==> config.mk <==
export PLATFORM = sky130hd
export DESIGN_NAME = maskable_interrupt_controller
export DESIGN_NICKNAME = d
export VERILOG_FILES = /design/src/irq_ctrl_pkg.sv /design/src/irq_source_mux.sv /design/src/irq_priority.sv /design/src/maskable_interrupt_controller.sv
export SDC_FILE = /design/constraint.sdc
export NUM_CORES = 1
export LEC_CHECK = 0
export BUFFER_PORTS_ARGS = -buffer_cell sky130_fd_sc_hd__buf_2
export CAP_MARGIN = 20
export CORE_ASPECT_RATIO = 0.8
export CORE_UTILIZATION = 53
export CTS_CLUSTER_SIZE = 12
export DETAILED_ROUTE_END_ITERATION = 10
export GPL_ROUTABILITY_DRIVEN = 0
export HOLD_SLACK_MARGIN = 0.12
export PLACE_DENSITY = 0.8
export SLEW_MARGIN = 20
export SYNTH_ARGS = -nofsm -noshare
export SYNTH_HDL_FRONTEND = slang
export SYNTH_SLANG_ARGS = --single-unit
==> constraint.sdc <==
create_clock -name i_ref_clk -period 2.3 [get_ports i_ref_clk]
set_input_delay 0.46 -clock i_ref_clk [delete_from_list [all_inputs] [get_ports i_ref_clk]]
set_output_delay 0.46 -clock i_ref_clk [all_outputs]
set_load 0.1 [all_outputs]
==> src/irq_ctrl_pkg.sv <==
/*
  Package for the maskable interrupt controller: register offsets, field
  positions, reset values, vector table, sequence timing and carrier types.
  Assumes a 200 MHz system clock and a CPU core that drives the strobes.
*/
package irq_ctrl_pkg;
  localparam logic [7:0] ENABLE_REG_LOW_OFS = 8'h3a;
  localparam logic [7:0] ENABLE_REG_HIGH_OFS = 8'h3b;
  localparam logic [7:0] LATCH_REG_LOW_OFS = 8'h3c;
  localparam logic [7:0] LATCH_REG_HIGH_OFS = 8'h3d;
  localparam int MASTER_BIT = 0;
  localparam int EF_LO = 4;
  localparam int IL_LO = 2;
  localparam int NUM_LEVELS = 16;
  localparam int TRAP_LEVEL = 2;
  localparam int WDOG_LEVEL = 3;
  localparam int SHARED_RX_LEVEL = 9;
  localparam int SHARED_EXT3_LEVEL = 14;
  localparam int SHARED_EXT5_LEVEL = 15;
  localparam logic [15:0] ENABLE_RESET = 16'h0000;
  localparam logic [15:0] LATCH_RESET = 16'h0000;
  localparam logic [15:0] EF_MASK = 16'hfff0;
  localparam logic [15:0] IL_MASK = 16'hfffc;
  localparam logic [15:0] NMI_MASK = 16'h000c;
  localparam logic [15:0] VECTOR_TOP = 16'hfffe;
  localparam logic [1:0] STACK_PUSH_COUNT = 2'h3;
  localparam int ACCEPT_MACHINE_CYCLES = 8;
  localparam int CLOCKS_PER_MACHINE_CYCLE = 4;
  localparam int ACCEPT_CLOCKS = ACCEPT_MACHINE_CYCLES * CLOCKS_PER_MACHINE_CYCLE;
  localparam int MAX_LATENCY_CLOCKS = 38;
  localparam real CLK_PERIOD_NS = 5.0;

  typedef struct packed {
    logic wr;
    logic rd;
    logic [7:0] addr;
    logic [7:0] wdata;
  } sfr_req_type;

  typedef struct packed {
    logic push;
    logic [15:0] addr;
    logic [7:0] data;
  } stack_op_type;
endpackage

==> src/irq_source_mux.sv <==
/*
  Selects one of two sources for each shared level and forms the per-level
  set pulses. Assumes request inputs are one-cycle pulses synchronous to clock.
*/
`timescale 1ns/1ps
module irq_source_mux
  import irq_ctrl_pkg::*;
(
  input wire logic [15:0] i_req,
  input wire logic i_sync_serial_irq,
  input wire logic i_timer_three_irq,
  input wire logic i_timer_five_irq,
  input wire logic [2:0] i_shared_source_select,
  output logic [15:0] o_set
);
  always_comb begin
    o_set = i_req & IL_MASK;
    o_set[SHARED_RX_LEVEL] = i_shared_source_select[0] ? i_sync_serial_irq
                                                       : i_req[SHARED_RX_LEVEL];
    o_set[SHARED_EXT3_LEVEL] = i_shared_source_select[1] ? i_timer_three_irq
                                                         : i_req[SHARED_EXT3_LEVEL];
    o_set[SHARED_EXT5_LEVEL] = i_shared_source_select[2] ? i_timer_five_irq
                                                         : i_req[SHARED_EXT5_LEVEL];
  end
endmodule

==> src/irq_priority.sv <==
/*
  Picks the pending level with the lowest number among the candidates.
  Assumes a pure combinational use by the controller.
*/
`timescale 1ns/1ps
module irq_priority
  import irq_ctrl_pkg::*;
(
  input wire logic [15:0] i_cand,
  output logic o_any,
  output logic [3:0] o_level
);
  always_comb begin
    o_any = 1'b0;
    o_level = 4'h0;
    for (int i = NUM_LEVELS - 1; i >= 0; i--) begin
      if (i_cand[i]) begin
        o_any = 1'b1;
        o_level = 4'(i);
      end
    end
  end
endmodule

==> src/maskable_interrupt_controller.sv <==
/*
  Maskable interrupt controller: request latches, enable flags, master enable,
  shared-source selection and the acceptance sequence toward the stack.
  Assumes the CPU core sequencer drives the register strobes, the instruction
  boundary pulse and the return pulses, and accepts the stack pushes.
*/
`timescale 1ns/1ps
module maskable_interrupt_controller
  import irq_ctrl_pkg::*;
(
  input wire logic i_ref_clk,
  input wire logic i_srst,
  input wire sfr_req_type i_sfr,
  output logic [7:0] o_sfr_rdata,
  input wire logic [15:0] i_req,
  input wire logic i_sync_serial_irq,
  input wire logic i_timer_three_irq,
  input wire logic i_timer_five_irq,
  input wire logic [2:0] i_shared_source_select,
  input wire logic i_insn_boundary,
  input wire logic [7:0] i_status_byte,
  input wire logic [15:0] i_pc,
  input wire logic [15:0] i_sp,
  input wire logic i_return_maskable_insn,
  input wire logic i_return_nonmaskable_insn,
  input wire logic i_restored_master,
  output stack_op_type o_stack,
  output logic [15:0] o_sp_new,
  output logic o_sp_load,
  output logic [15:0] o_vector_addr,
  output logic o_pc_load,
  output logic o_accept_busy,
  output logic o_irq_pending,
  output logic o_master_irq_enable
);
  typedef enum logic [2:0] {IDLE, START, PUSH_PSW, PUSH_PCH, PUSH_PCL, WAIT_END, LOAD_PC}
    seq_state_type;

  logic [15:0] enable_r;
  logic [15:0] latch_r;
  logic [15:0] set_pulse;
  logic [15:0] cand;
  logic any_cand;
  logic [3:0] pick_level;
  logic [3:0] level_r;
  logic [5:0] cnt_r;
  logic [5:0] cnt_nxt;
  logic [15:0] pc_r;
  logic [15:0] sp_r;
  logic [7:0] psw_r;
  seq_state_type state_r;
  seq_state_type state_nxt;
  logic [15:0] latch_wmask;
  logic accept_start;

  irq_source_mux u_mux (
    .i_req(i_req),
    .i_sync_serial_irq(i_sync_serial_irq),
    .i_timer_three_irq(i_timer_three_irq),
    .i_timer_five_irq(i_timer_five_irq),
    .i_shared_source_select(i_shared_source_select),
    .o_set(set_pulse)
  );

  always_comb begin
    cand = latch_r & NMI_MASK;
    if (enable_r[MASTER_BIT]) begin
      cand = cand | (latch_r & enable_r & EF_MASK);
    end
  end

  irq_priority u_prio (
    .i_cand(cand),
    .o_any(any_cand),
    .o_level(pick_level)
  );

  assign accept_start = (state_r == IDLE) && any_cand && i_insn_boundary;

  always_comb begin
    latch_wmask = 16'hffff;
    if (i_sfr.wr && i_sfr.addr == LATCH_REG_LOW_OFS) begin
      latch_wmask[7:0] = i_sfr.wdata;
    end
    if (i_sfr.wr && i_sfr.addr == LATCH_REG_HIGH_OFS) begin
      latch_wmask[15:8] = i_sfr.wdata;
    end
  end

  always_ff @(posedge i_ref_clk) begin
    if (i_srst) begin
      latch_r <= LATCH_RESET;
    end else begin
      latch_r <= (((latch_r & latch_wmask) & ~(accept_start ? (16'h0001 << pick_level)
                  : 16'h0000)) | set_pulse) & IL_MASK;
    end
  end

  always_ff @(posedge i_ref_clk) begin
    if (i_srst) begin
      enable_r <= ENABLE_RESET;
    end else begin
      if (i_sfr.wr && i_sfr.addr == ENABLE_REG_LOW_OFS) begin
        enable_r[7:0] <= i_sfr.wdata & EF_MASK[7:0] | {7'h00, i_sfr.wdata[MASTER_BIT]};
      end
      if (i_sfr.wr && i_sfr.addr == ENABLE_REG_HIGH_OFS) begin
        enable_r[15:8] <= i_sfr.wdata;
      end
      if (i_return_maskable_insn || i_return_nonmaskable_insn) begin
        enable_r[MASTER_BIT] <= i_restored_master;
      end
      if (accept_start && !cand[TRAP_LEVEL] && !cand[WDOG_LEVEL]) begin
        enable_r[MASTER_BIT] <= 1'b0;
      end else if (accept_start) begin
        enable_r[MASTER_BIT] <= 1'b0;
      end
    end
  end

  always_comb begin
    o_sfr_rdata = 8'h00;
    case (i_sfr.addr)
      ENABLE_REG_LOW_OFS: o_sfr_rdata = enable_r[7:0];
      ENABLE_REG_HIGH_OFS: o_sfr_rdata = enable_r[15:8];
      LATCH_REG_LOW_OFS: o_sfr_rdata = latch_r[7:0];
      LATCH_REG_HIGH_OFS: o_sfr_rdata = latch_r[15:8];
      default: o_sfr_rdata = 8'h00;
    endcase
  end

  always_comb begin
    state_nxt = state_r;
    cnt_nxt = cnt_r + 6'h01;
    case (state_r)
      IDLE: begin
        cnt_nxt = 6'h00;
        if (accept_start) state_nxt = START;
      end
      START: state_nxt = PUSH_PSW;
      PUSH_PSW: state_nxt = PUSH_PCH;
      PUSH_PCH: state_nxt = PUSH_PCL;
      PUSH_PCL: state_nxt = WAIT_END;
      WAIT_END: if (cnt_r == 6'(ACCEPT_CLOCKS - 2)) state_nxt = LOAD_PC;
      LOAD_PC: state_nxt = IDLE;
      default: state_nxt = IDLE;
    endcase
  end

  always_ff @(posedge i_ref_clk) begin
    if (i_srst) begin
      state_r <= IDLE;
      cnt_r <= 6'h00;
      level_r <= 4'h0;
      pc_r <= 16'h0000;
      sp_r <= 16'h0000;
      psw_r <= 8'h00;
    end else begin
      state_r <= state_nxt;
      cnt_r <= cnt_nxt;
      if (accept_start) begin
        level_r <= pick_level;
        pc_r <= i_pc;
        sp_r <= i_sp;
        psw_r <= {i_status_byte[7:1], enable_r[MASTER_BIT]};
      end
    end
  end

  always_ff @(posedge i_ref_clk) begin
    if (i_srst) begin
      o_stack <= '0;
      o_sp_new <= 16'h0000;
      o_sp_load <= 1'b0;
      o_vector_addr <= 16'h0000;
      o_pc_load <= 1'b0;
    end else begin
      o_stack <= '0;
      o_sp_load <= 1'b0;
      o_pc_load <= 1'b0;
      case (state_r)
        PUSH_PSW: o_stack <= '{push: 1'b1, addr: sp_r, data: psw_r};
        PUSH_PCH: o_stack <= '{push: 1'b1, addr: sp_r - 16'h0001, data: pc_r[15:8]};
        PUSH_PCL: begin
          o_stack <= '{push: 1'b1, addr: sp_r - 16'h0002, data: pc_r[7:0]};
          o_sp_new <= sp_r - {14'h0000, STACK_PUSH_COUNT};
          o_sp_load <= 1'b1;
        end
        LOAD_PC: begin
          o_vector_addr <= VECTOR_TOP - {11'h000, level_r, 1'b0};
          o_pc_load <= 1'b1;
        end
        default: o_stack <= '0;
      endcase
    end
  end

  assign o_accept_busy = (state_r != IDLE);
  assign o_irq_pending = any_cand;
  assign o_master_irq_enable = enable_r[MASTER_BIT];
endmodule

== Word level (Yosys, flattened, before mapping) ==
Cells that the tools add are included.
Operators by class
  eq/ne operators: 13
  shift-type cells: 1
  reductions and logical operators: 17
  multiplexer cells: 48
  add/sub/neg operators: 5
  bitwise logic cells: 7
Operators with widths (count)
  case mux 25 bit (3 select lines): 1
  2-to-1 mux 4 bit: 16
  AND 16 bit: 3
  equality test 8 x 6 -> 1 bit (second input constant): 4
  2-to-1 mux 16 bit: 2
  case mux 8 bit (4 select lines): 1
  subtractor 16 x 2 -> 16 bit (second input constant): 2
  2-to-1 mux 1 bit: 23
  case mux 3 bit (6 select lines): 1
  2-to-1 mux 8 bit: 2
  inverter 16 bit: 1
  OR 16 bit: 1
  OR 4 x 16 -> 16 bit: 1
  left shift 1 x 4 -> 16 bit (first input constant): 1
  subtractor 16 x 1 -> 16 bit (second input constant): 1
  equality test 3 bit (second input constant): 3
  logical AND 1 bit: 8
  OR 8 x 1 -> 8 bit: 1
  subtractor 2 x 6 -> 7 bit (first input constant): 1
  adder 6 x 1 -> 6 bit (second input constant): 1
  equality test 3 x 2 -> 1 bit (second input constant): 2
  equality test 6 x 5 -> 1 bit (second input constant): 1
  2-to-1 mux 3 bit: 2
  != test 2 bit (second input constant): 2
  other kinds (9): 10
Storage, ports and cells
  bits of input ports: 86
  register bits after elaboration: 144
  logic and storage cells: 109
  output and inout port bits: 70

== Logic depth before layout (Yosys ltp) ==
Gate-level depths: netlist (run 1).
  depth in word-level cells: 25
  mapped depth: 9
  gate-level depth less buffers: 8

== Modules after synthesis ==
A second synthesis (run 1) with hierarchy kept.
Second synthesis, totals
  cell total of the unflattened synthesis: 793
  area, all modules: 6447.4 um2
By module, submodules not included
  maskable_interrupt_controller: area each 6122.1 um2, instances 1, sequential area each 2562.5 um2, cells each 743
  irq_priority: area each 178.9 um2, instances 1, sequential area each 0.0 um2, cells each 33
  irq_source_mux: area each 146.4 um2, instances 1, sequential area each 0.0 um2, cells each 17

== Worst setup path after synthesis (run 1) ==
No wires, ideal clock.
  kind: register -> output
  from: register enable_r[0]
  to: output port o_sfr_rdata[0]
  path buffers: 1
  data required time: 1.840 ns
  arrival time: 3.619 ns
  stages on the path, launching flop included: 4
  slack: -1.779 ns
  cell sequence: dfxtp_1 > clkbuf_1 > inv_1 > o31ai_1
Between the ends
  cells in the longest elaborated chain, start to end: 1
RTL lines
  from (decl): RTL line maskable_interrupt_controller.sv:39  | logic [15:0] enable_r;
  from (signal assigned): RTL line maskable_interrupt_controller.sv:104  | enable_r[7:0] <= i_sfr.wdata & EF_MASK[7:0] | {7'h00, i_sfr.wdata[MASTER_BIT]};
  from (signal, indexed assignment): RTL line maskable_interrupt_controller.sv:110  | enable_r[MASTER_BIT] <= i_restored_master;
  case mux 8 bit (4 select lines): RTL line maskable_interrupt_controller.sv:122  | case (i_sfr.addr)
  to (decl): RTL line maskable_interrupt_controller.sv:14  | output logic [7:0] o_sfr_rdata,
No other way between the ends.

== Final worst setup path (run 1) ==
  from: register enable_r[8]
  to: output port o_irq_pending
Between the ends
  cells in the longest elaborated chain, start to end: 12
RTL lines
  from (signal assigned): RTL line maskable_interrupt_controller.sv:107  | enable_r[15:8] <= i_sfr.wdata;
  from (signal, indexed assignment): RTL line maskable_interrupt_controller.sv:110
  AND 16 bit: RTL line maskable_interrupt_controller.sv:68  | cand = cand | (latch_r & enable_r & EF_MASK);
  OR 4 x 16 -> 16 bit: RTL line maskable_interrupt_controller.sv:68
  2-to-1 mux 16 bit: RTL line maskable_interrupt_controller.sv:67  | if (enable_r[MASTER_BIT]) begin
  2-to-1 mux 1 bit (9 in series): RTL line irq_priority.sv:17  | if (i_cand[i]) begin
  to (decl): RTL line maskable_interrupt_controller.sv:33  | output logic o_irq_pending,
No other way between the ends.

==> run summary, run 1 <==
Crit path max-delay cell type: dfxtp_1
Buf/Inv on CP: 1
Clock skew: 0.00799 ns
Worst hold path startpoint: i_req[6]
F_max: 0.451 GHz
Leakage dissipation: 3.34 nW
CP Class: reg -> out
Initial antenna violation count: 0
DRC violations left: 0
Fill cell count: 834
Synth area leaders: dfxtp_1 (42%), nand2_1 (8.1%), a21oi_1 (7.7%), nor2_1 (5.9%), mux2i_1 (4.6%)
Die area: 11900 µm²
# rows: 34
CTS root buffer: clkbuf_16
Worst-Skew Late Latency: 0.42 ns
Asr flop ratio synth: 0%
Cts hold-fix bufs: 0
R2R Path Start: sp_r[1]
Number of distinct library cells after synthesis: 69
Pre-Repair DR Iteration Count: 5
Hold violation total from the final report: 0
Clock buffer depth: 2
Largest net degree at the start of global routing: 79
Post-Route WL: 17300 µm
Fin. max-slew vios: 0
Num CTS Buffers: 17
Slew @ Worst Pin: 0.610 ns
# setup viols final: 0
WP data required: 1.84 ns
WHS: 0.276 ns
Mapped cell area: 6090 µm²
Antenna Nets Post-Route: 0
Chip Height: 97.9 µm
Register area share after synthesis: 42.1%
R2R cell count: 8
Fin area: 7870 µm²
Initial core utilization: 55.3%
Area Overhead vs Synth: 29.1%
Dpl hpwl: 12000 µm
Hold/Removal Path Class: in -> reg
DR WL/cell: 16.4 µm
Multi-input logic area: 3330 µm²
Placeable Area: 11000 µm²
Worst R2R Setup Slack: 0.14 ns
CTS Sinks: 128
Total track usage: 29.5%
Final Cycle Share: 96.4%
First-pass GRT wire length: 27700 µm
Most used DFF post-synth: dfxtp_1
Total gr overflow: 0
Fraction of layout cells with a size suffix above 1: 26.6%
CP Data Arrival Time: 1.76 ns
CP peak stage delay: 0.35 ns
Worst setup EP type: primary output
Post-synth top area share: 42.1%
Drt first-iter violations: 616
Seq cells post-synth: 128
RSZ-0062 raised after global routing: false
Setup tns final: 0 ns
Number of diodes: 0
Max_cap viols: 0
Worst Hold Path EP: latch_r[6]
Mapped Nets: 853
Rel. slew slack: 58.9%
Synth warn: 0
Status: completed
Clock transition at path regs: 0.06 ns
Crit Reg-Reg Endpoint: o_stack[23]
Die Span X: 122 µm
Top cell family by delay on the critical path: compound AO/OA/AOI/OAI gates
Vias per std cell: 5.84
Critical Path Fanout Max: 4
CP Launch Type: flop
Biggest area consumer among synthesized cells: dfxtp_1
Crit path depth: 4
I/O pin count: 156
Area after DPL: 7210 µm²
Power per standard cell area: 937 nW/µm²
Worst VDD drop: 0.000852 V
Post-synthesis cell count: 760
Crit-path cells: a22oi_2 > a41oi_2 > nand3b_1 > buf_6
Storage cell area: 2570 µm²
Input/output buffers: 150
Via Count: 6129
Total power: 7.37 mW
Number of synthesized flops with an enable pin: 0
Vias in the first global route: 5714
Final min period: 2.22 ns
Worst hold stages: 3
Mapped Avg Cell Area: 8.02 µm²
CTS tree: built
H-tree Lvls: 4
Final Net Count: 986
==> kinds of logic after synthesis <==
family,Yosys count,synth area share [%]
muxes,29,4.78
and+or+nand+nor,308,23.4
xor gates and xnor gates,18,2.59
DFF,128,42.1
adders and majority gates,7,1.44
buffers and inverters,75,5.65
other,1,0.0615
AOI/OAI and AO/OA,194,20.0
==> layout make-up <==
type / instances / share of cell area (%)
multi-input cells: 557 / 42.4
flip-flops and latches: 128 / 32.6
repair buffers: 171 / 13.9
clock buffers: 20 / 5.93
well taps: 144 / 2.29
clock inverters: 12 / 2.00
inverters: 18 / 0.922
==> cell usage after synthesis (3+ instances only) <==
master	number
nand2_1	132
dfxtp_1	128
nor2_1	95
a21oi_1	94
clkbuf_1	28
mux2i_1	28
o21ai_0	21
inv_1	18
nand3_1	15
nor3_1	14
a211oi_1	12
buf_2	11
buf_4	11
xnor2_1	9
xor2_1	9
a311oi_1	8
a22o_1	7
ha_1	7
buf_1	6
nor2b_1	6
o22ai_1	6
a22oi_1	5
nand2b_1	5
nor4_1	5
o21a_1	5
and2_1	4
o31ai_1	4
or3_1	4
a21bo_2	3
and3_1	3
nor3_4	3
nor3b_1	3
o211ai_1	3
o21ai_1	3
==> worst reg2reg max path: stages (launching register included) <==
cell and delay, ns:
dfxtp_1 0.39, inv_1 0.14, ha_1 0.18, or3b_1 0.40, nor3_2 0.27, nand2_1 0.14
nor2_1 0.17, a21oi_1 0.11, a311oi_1 0.27
==> worst max-delay path by stage <==
stage | start | to | slack [ns]
finish | enable_r[8] | o_irq_pending | 0.08
global route | enable_r[8] | o_irq_pending | 0.03
CTS | latch_r[14] | o_irq_pending | 0.02
detailed placement | i_sfr[15] | o_sfr_rdata[0] | 0.09
global placement | i_sfr[15] | o_sfr_rdata[0] | 0.15
floorplan | enable_r[0] | pc_r[0] | -0.34
==> state kept, by name (all words and copies together) (netlist names) <==
| register | cells |
|---|---|
| cnt_r | 6 |
| enable_r | 13 |
| latch_r | 14 |
| level_r | 4 |
| o_pc_load | 1 |
| o_sp_load | 1 |
| o_sp_new | 16 |
| o_stack | 25 |
| o_vector_addr | 5 |
| pc_r | 16 |
| psw_r | 8 |
| sp_r | 16 |
| state_r | 3 |
==> routing by layer <==
layer / wire (µm) / global-route usage [%] / vias up
met4: 303 / 10.1 / 0
met1: 7350 / 39.9 / 2844
li1: - / - / 2907
met3: 1660 / 7.83 / 41
met5: 0 / 0 / -
met2: 7950 / 45.3 / 337
==> where the power goes <==
group          switching [mW]  leakage (nW)  internal, mW
logic                    1.37          2.00         0.634
registers               0.173          1.04          2.38
clock network            1.01         0.299          1.79
==> through the flow <==
step | worst slack [ns] | cells | util (%)
6_report | 0.0826 | 1050 | 71.4
5_1_grt | 0.0271 | 1050 | 71.4
4_1_cts | 0.0245 | 1049 | 71.1
3_5_place_dp | 0.0919 | 1017 | 65.4
3_3_place_gp | 0.146 | 1017 | 65.4
2_1_floorplan | -0.337 | 760 | -
==> what timing repair did <==
action / in CTS / in global routing
pin swaps: 0 / 3
endpoints found under the setup margin: 1 / 4
gates resized for setup: 1 / 6
buffers inserted: 0 / 1
==> cell usage in the layout, fill, tap and decap left out, types with 4 or more instances in the layout <==
| cell type | count |
|---|---|
| a211oi_1 | 12 |
| a21oi_1 | 94 |
| a22o_1 | 7 |
| a311oi_1 | 8 |
| and2_1 | 4 |
| buf_12 | 12 |
| buf_2 | 139 |
| buf_4 | 19 |
| clkbuf_16 | 17 |
| dfxtp_1 | 127 |
| ha_1 | 7 |
| inv_1 | 17 |
| mux2i_1 | 28 |
| nand2_1 | 132 |
| nand2b_1 | 5 |
| nand3_1 | 15 |
| nor2_1 | 94 |
| nor2b_1 | 5 |
| nor3_1 | 14 |
| nor4_1 | 5 |
| o21a_1 | 5 |
| o21ai_0 | 19 |
| o22ai_4 | 4 |
| or3_1 | 4 |
| xnor2_1 | 9 |
| xor2_1 | 9 |
Note: power is estimated with default switching activity, not from simulation.
==> inputs of run 2 (changes only) <==
- CORE_UTILIZATION: 53 -> 54
- SYNTH_HIERARCHICAL: unset -> 1
==> run 2 against run 1 <==
The flow now finishes with violations (setup timing). Worst hold slack better by 0.0082 ns. Cell count is 4.5% higher. First-iteration DRC count is 16% lower. Synthesized cell count is 3.9% higher. Critical endpoint unchanged.
==> run summary, run 2 <==
Antenna Nets Post-Route: 0 (unchanged)
Vias per std cell: 5.73 (-1.9%)
WHS: 0.284 ns (+0.00820 ns)
First-pass GRT wire length: 28100 µm (+1.5%)
Total gr overflow: 0 (unchanged)
Rel. slew slack: 60.7% (+1.8 points)
Area Overhead vs Synth: 30.2%
Fraction of layout cells with a size suffix above 1: 30.6% (+4.0 points)
Met2 wire len: 7980 µm (+0.40%)
WP data required: 1.84 ns (about the same)
Fin. max-slew vios: 0 (unchanged)
Number of diodes: 0 (unchanged)
Worst setup path startpoint: enable_r[0]
Commonest non-fill, non-tap cell in the layout: buf_2
Violated checks: setup timing
Dpl hpwl: 11900 µm (-0.42%)
WL met1: 7780 µm (+5.8%)
CTS root buffer: clkbuf_16
Top cell family by delay on the critical path: simple AND/OR/NAND/NOR gates
DR WL/cell: 16.1 µm (-1.8%)
Input/output buffers: 150 (unchanged)
Final Cycle Share: 105% (+8.4 points)
Critical Path Fanout Max: 8 (+4)
P_int: 4.55 mW (-5.5%)
CP Launch Type: flop
Buf/Inv on CP: 1 (unchanged)
R2R Path Start: enable_r[0]
RSZ-0062 raised after global routing: true
Mapped Avg Cell Area: 8.14 µm² (+1.5%)
DR WL met3: 1590 µm (-4.2%)
Final Util: 72.4% (+0.98 points)
Logic pwr share: 23.5% (-3.8 points)
Die area: 12300 µm² (+3.5%)
CP peak stage delay: 0.39 ns (+0.04 ns)
Via Count: 6283 (+2.5%)
CP Class: reg -> out
# setup viols final: 4 (+4)
Initial core utilization: 55.6% (+0.30 points)
# rows: 35 (+2.9%)
Max reg flops: 25 (unchanged)
Share of total power in the clock network: 39.6% (+1.5 points)
Most flop-heavy register: o_stack
Slew @ Worst Pin: 0.586 ns (-0.0248 ns)
CTS tree: built
Clock transition at path regs: 0.06 ns (about the same)
Post-Route WL: 17700 µm (+2.6%)
CTS Sinks: 128 (unchanged)
Crit-path cells: and3_4 > nor4_4 > and3_1 > nand4_1 > buf_12
Uppermost layer routed: met4
CP Data Arrival Time: 1.95 ns (+0.19 ns)
Setup tns final: -0.172 ns (-0.172 ns)
Largest net degree at the start of global routing: 48 (-39%)
Num CTS Buffers: 17 (unchanged)
Worst VDD drop: 0.000618 V (-27%)
Sw Pwr: 2.13 mW (-17%)
Fill cell count: 890 (+6.7%)
Commonest cells after routing, fill and taps aside: buf_2 (139), dfxtp_1 (127), nand2_1 (115)
Final worst slack: -0.111 ns (-0.194 ns)
Leakage dissipation: 3.64 nW (+9.0%)
Die Span X: 124 µm (+1.7%)
Status: finished with violations
Placeable Area: 11600 µm² (+4.9%)
Clock buffer depth: 2 (unchanged)
Chip Height: 99.6 µm (+1.7%)
Clock skew: 0.0111 ns (+0.00315 ns)
Total track usage: 29.3% (-0.20 points)
F_max: 0.415 GHz (-8.0%)
Max_cap viols: 0 (unchanged)
Worst setup EP type: primary output
I/O pin count: 156 (unchanged)
DRC violations left: 0 (unchanged)
Sw Ratio: 31.9% (-2.8 points)
Post-synthesis cell count: 790 (+3.9%)
Drt first-iter violations: 515 (-16%)
Worst hold path startpoint: i_pc[6]
Final min period: 2.41 ns (+0.194 ns)
Hold violation total from the final report: 0 (unchanged)
Crit path max-delay cell type: dfxtp_4
Hold/Removal Path Class: in -> reg
Final Net Count: 1029 (+4.4%)
H-tree Lvls: 4 (unchanged)
Initial antenna violation count: 0 (unchanged)
Vias in the first global route: 5750 (+0.63%)
Mapped cell area: 6430 µm² (+5.5%)
Reg power frac: 36.9% (+2.2 points)
Worst-Skew Late Latency: 0.41 ns (about the same)
Synth warn: 6 (+6)
Power per standard cell area: 798 nW/µm² (-15%)
Pre-Repair DR Iteration Count: 5 (unchanged)
## run 2: power by group through the flow
| stage | clock (mW) | sequential (mW) | combinational [mW] |
|---|---|---|---|
| floorplan | 0 | 2.67 | 0.956 |
| global placement | 0 | 2.50 | 1.47 |
| detailed placement | 0 | 2.50 | 1.49 |
| CTS | 2.66 | 2.46 | 1.52 |
| global route | 2.78 | 2.48 | 1.70 |
| finish | 2.64 | 2.46 | 1.57 |
## run 2: timing repair
item,CTS,global route
buffers inserted,6,4
hold buffers,0,0
resized for setup,15,21
pin swaps,9,7
setup endpoints to repair,2,67
hold endpoints to repair,0,0
## run 2: worst reg2reg max path, cell delays in order (launching register included)
cell and delay, ns:
dfxtp_4 0.39, and3_4 0.20, nor4_4 0.28, and3_1 0.23, nand4_1 0.20, buf_4 0.24
and3_1 0.21, or3_1 0.33, nor3_1 0.18
## run 2: layout make-up
| class | count | area (µm²) | area share [%] |
|---|---|---|---|
| clock buffers | 20 | 457 | 5.46 |
| flip-flops and latches | 128 | 2570 | 30.7 |
| well taps | 148 | 185 | 2.21 |
| clock inverters | 12 | 135 | 1.61 |
| repair buffers | 198 | 1300 | 15.6 |
| multi-input cells | 563 | 3620 | 43.2 |
| inverters | 28 | 105 | 1.26 |
## run 2: metal layers
layer  vias up  GRT usage (%)
li1       3014              -
met1      2915           40.6
met2       315           44.2
met3        39           6.48
met4         0           11.4
met5         -              0
## run 2: stage by stage
step,worst slack [ns],std cells,power (mW),cell area [µm²]
after floorplan,-1.26,795,3.63,6660
after global placement,0.0265,1055,3.97,7540
after detailed placement,0.0162,1055,3.99,7540
after CTS,-0.0163,1093,6.64,8250
after global routing,-0.158,1097,6.96,8370
final,-0.111,1097,6.68,8370
## run 2: worst paths after layout
| path | cells after the start | slack, ns | endpoint |
|---|---|---|---|
| worst max-delay path | 5 | -0.11 | o_irq_pending |
| worst min-delay path | 3 | 0.28 | pc_r[6] |
| worst max register to register | 8 | -0.03 | enable_r[0] |
| worst min register to register | 2 | 0.45 | o_sp_new[2] |
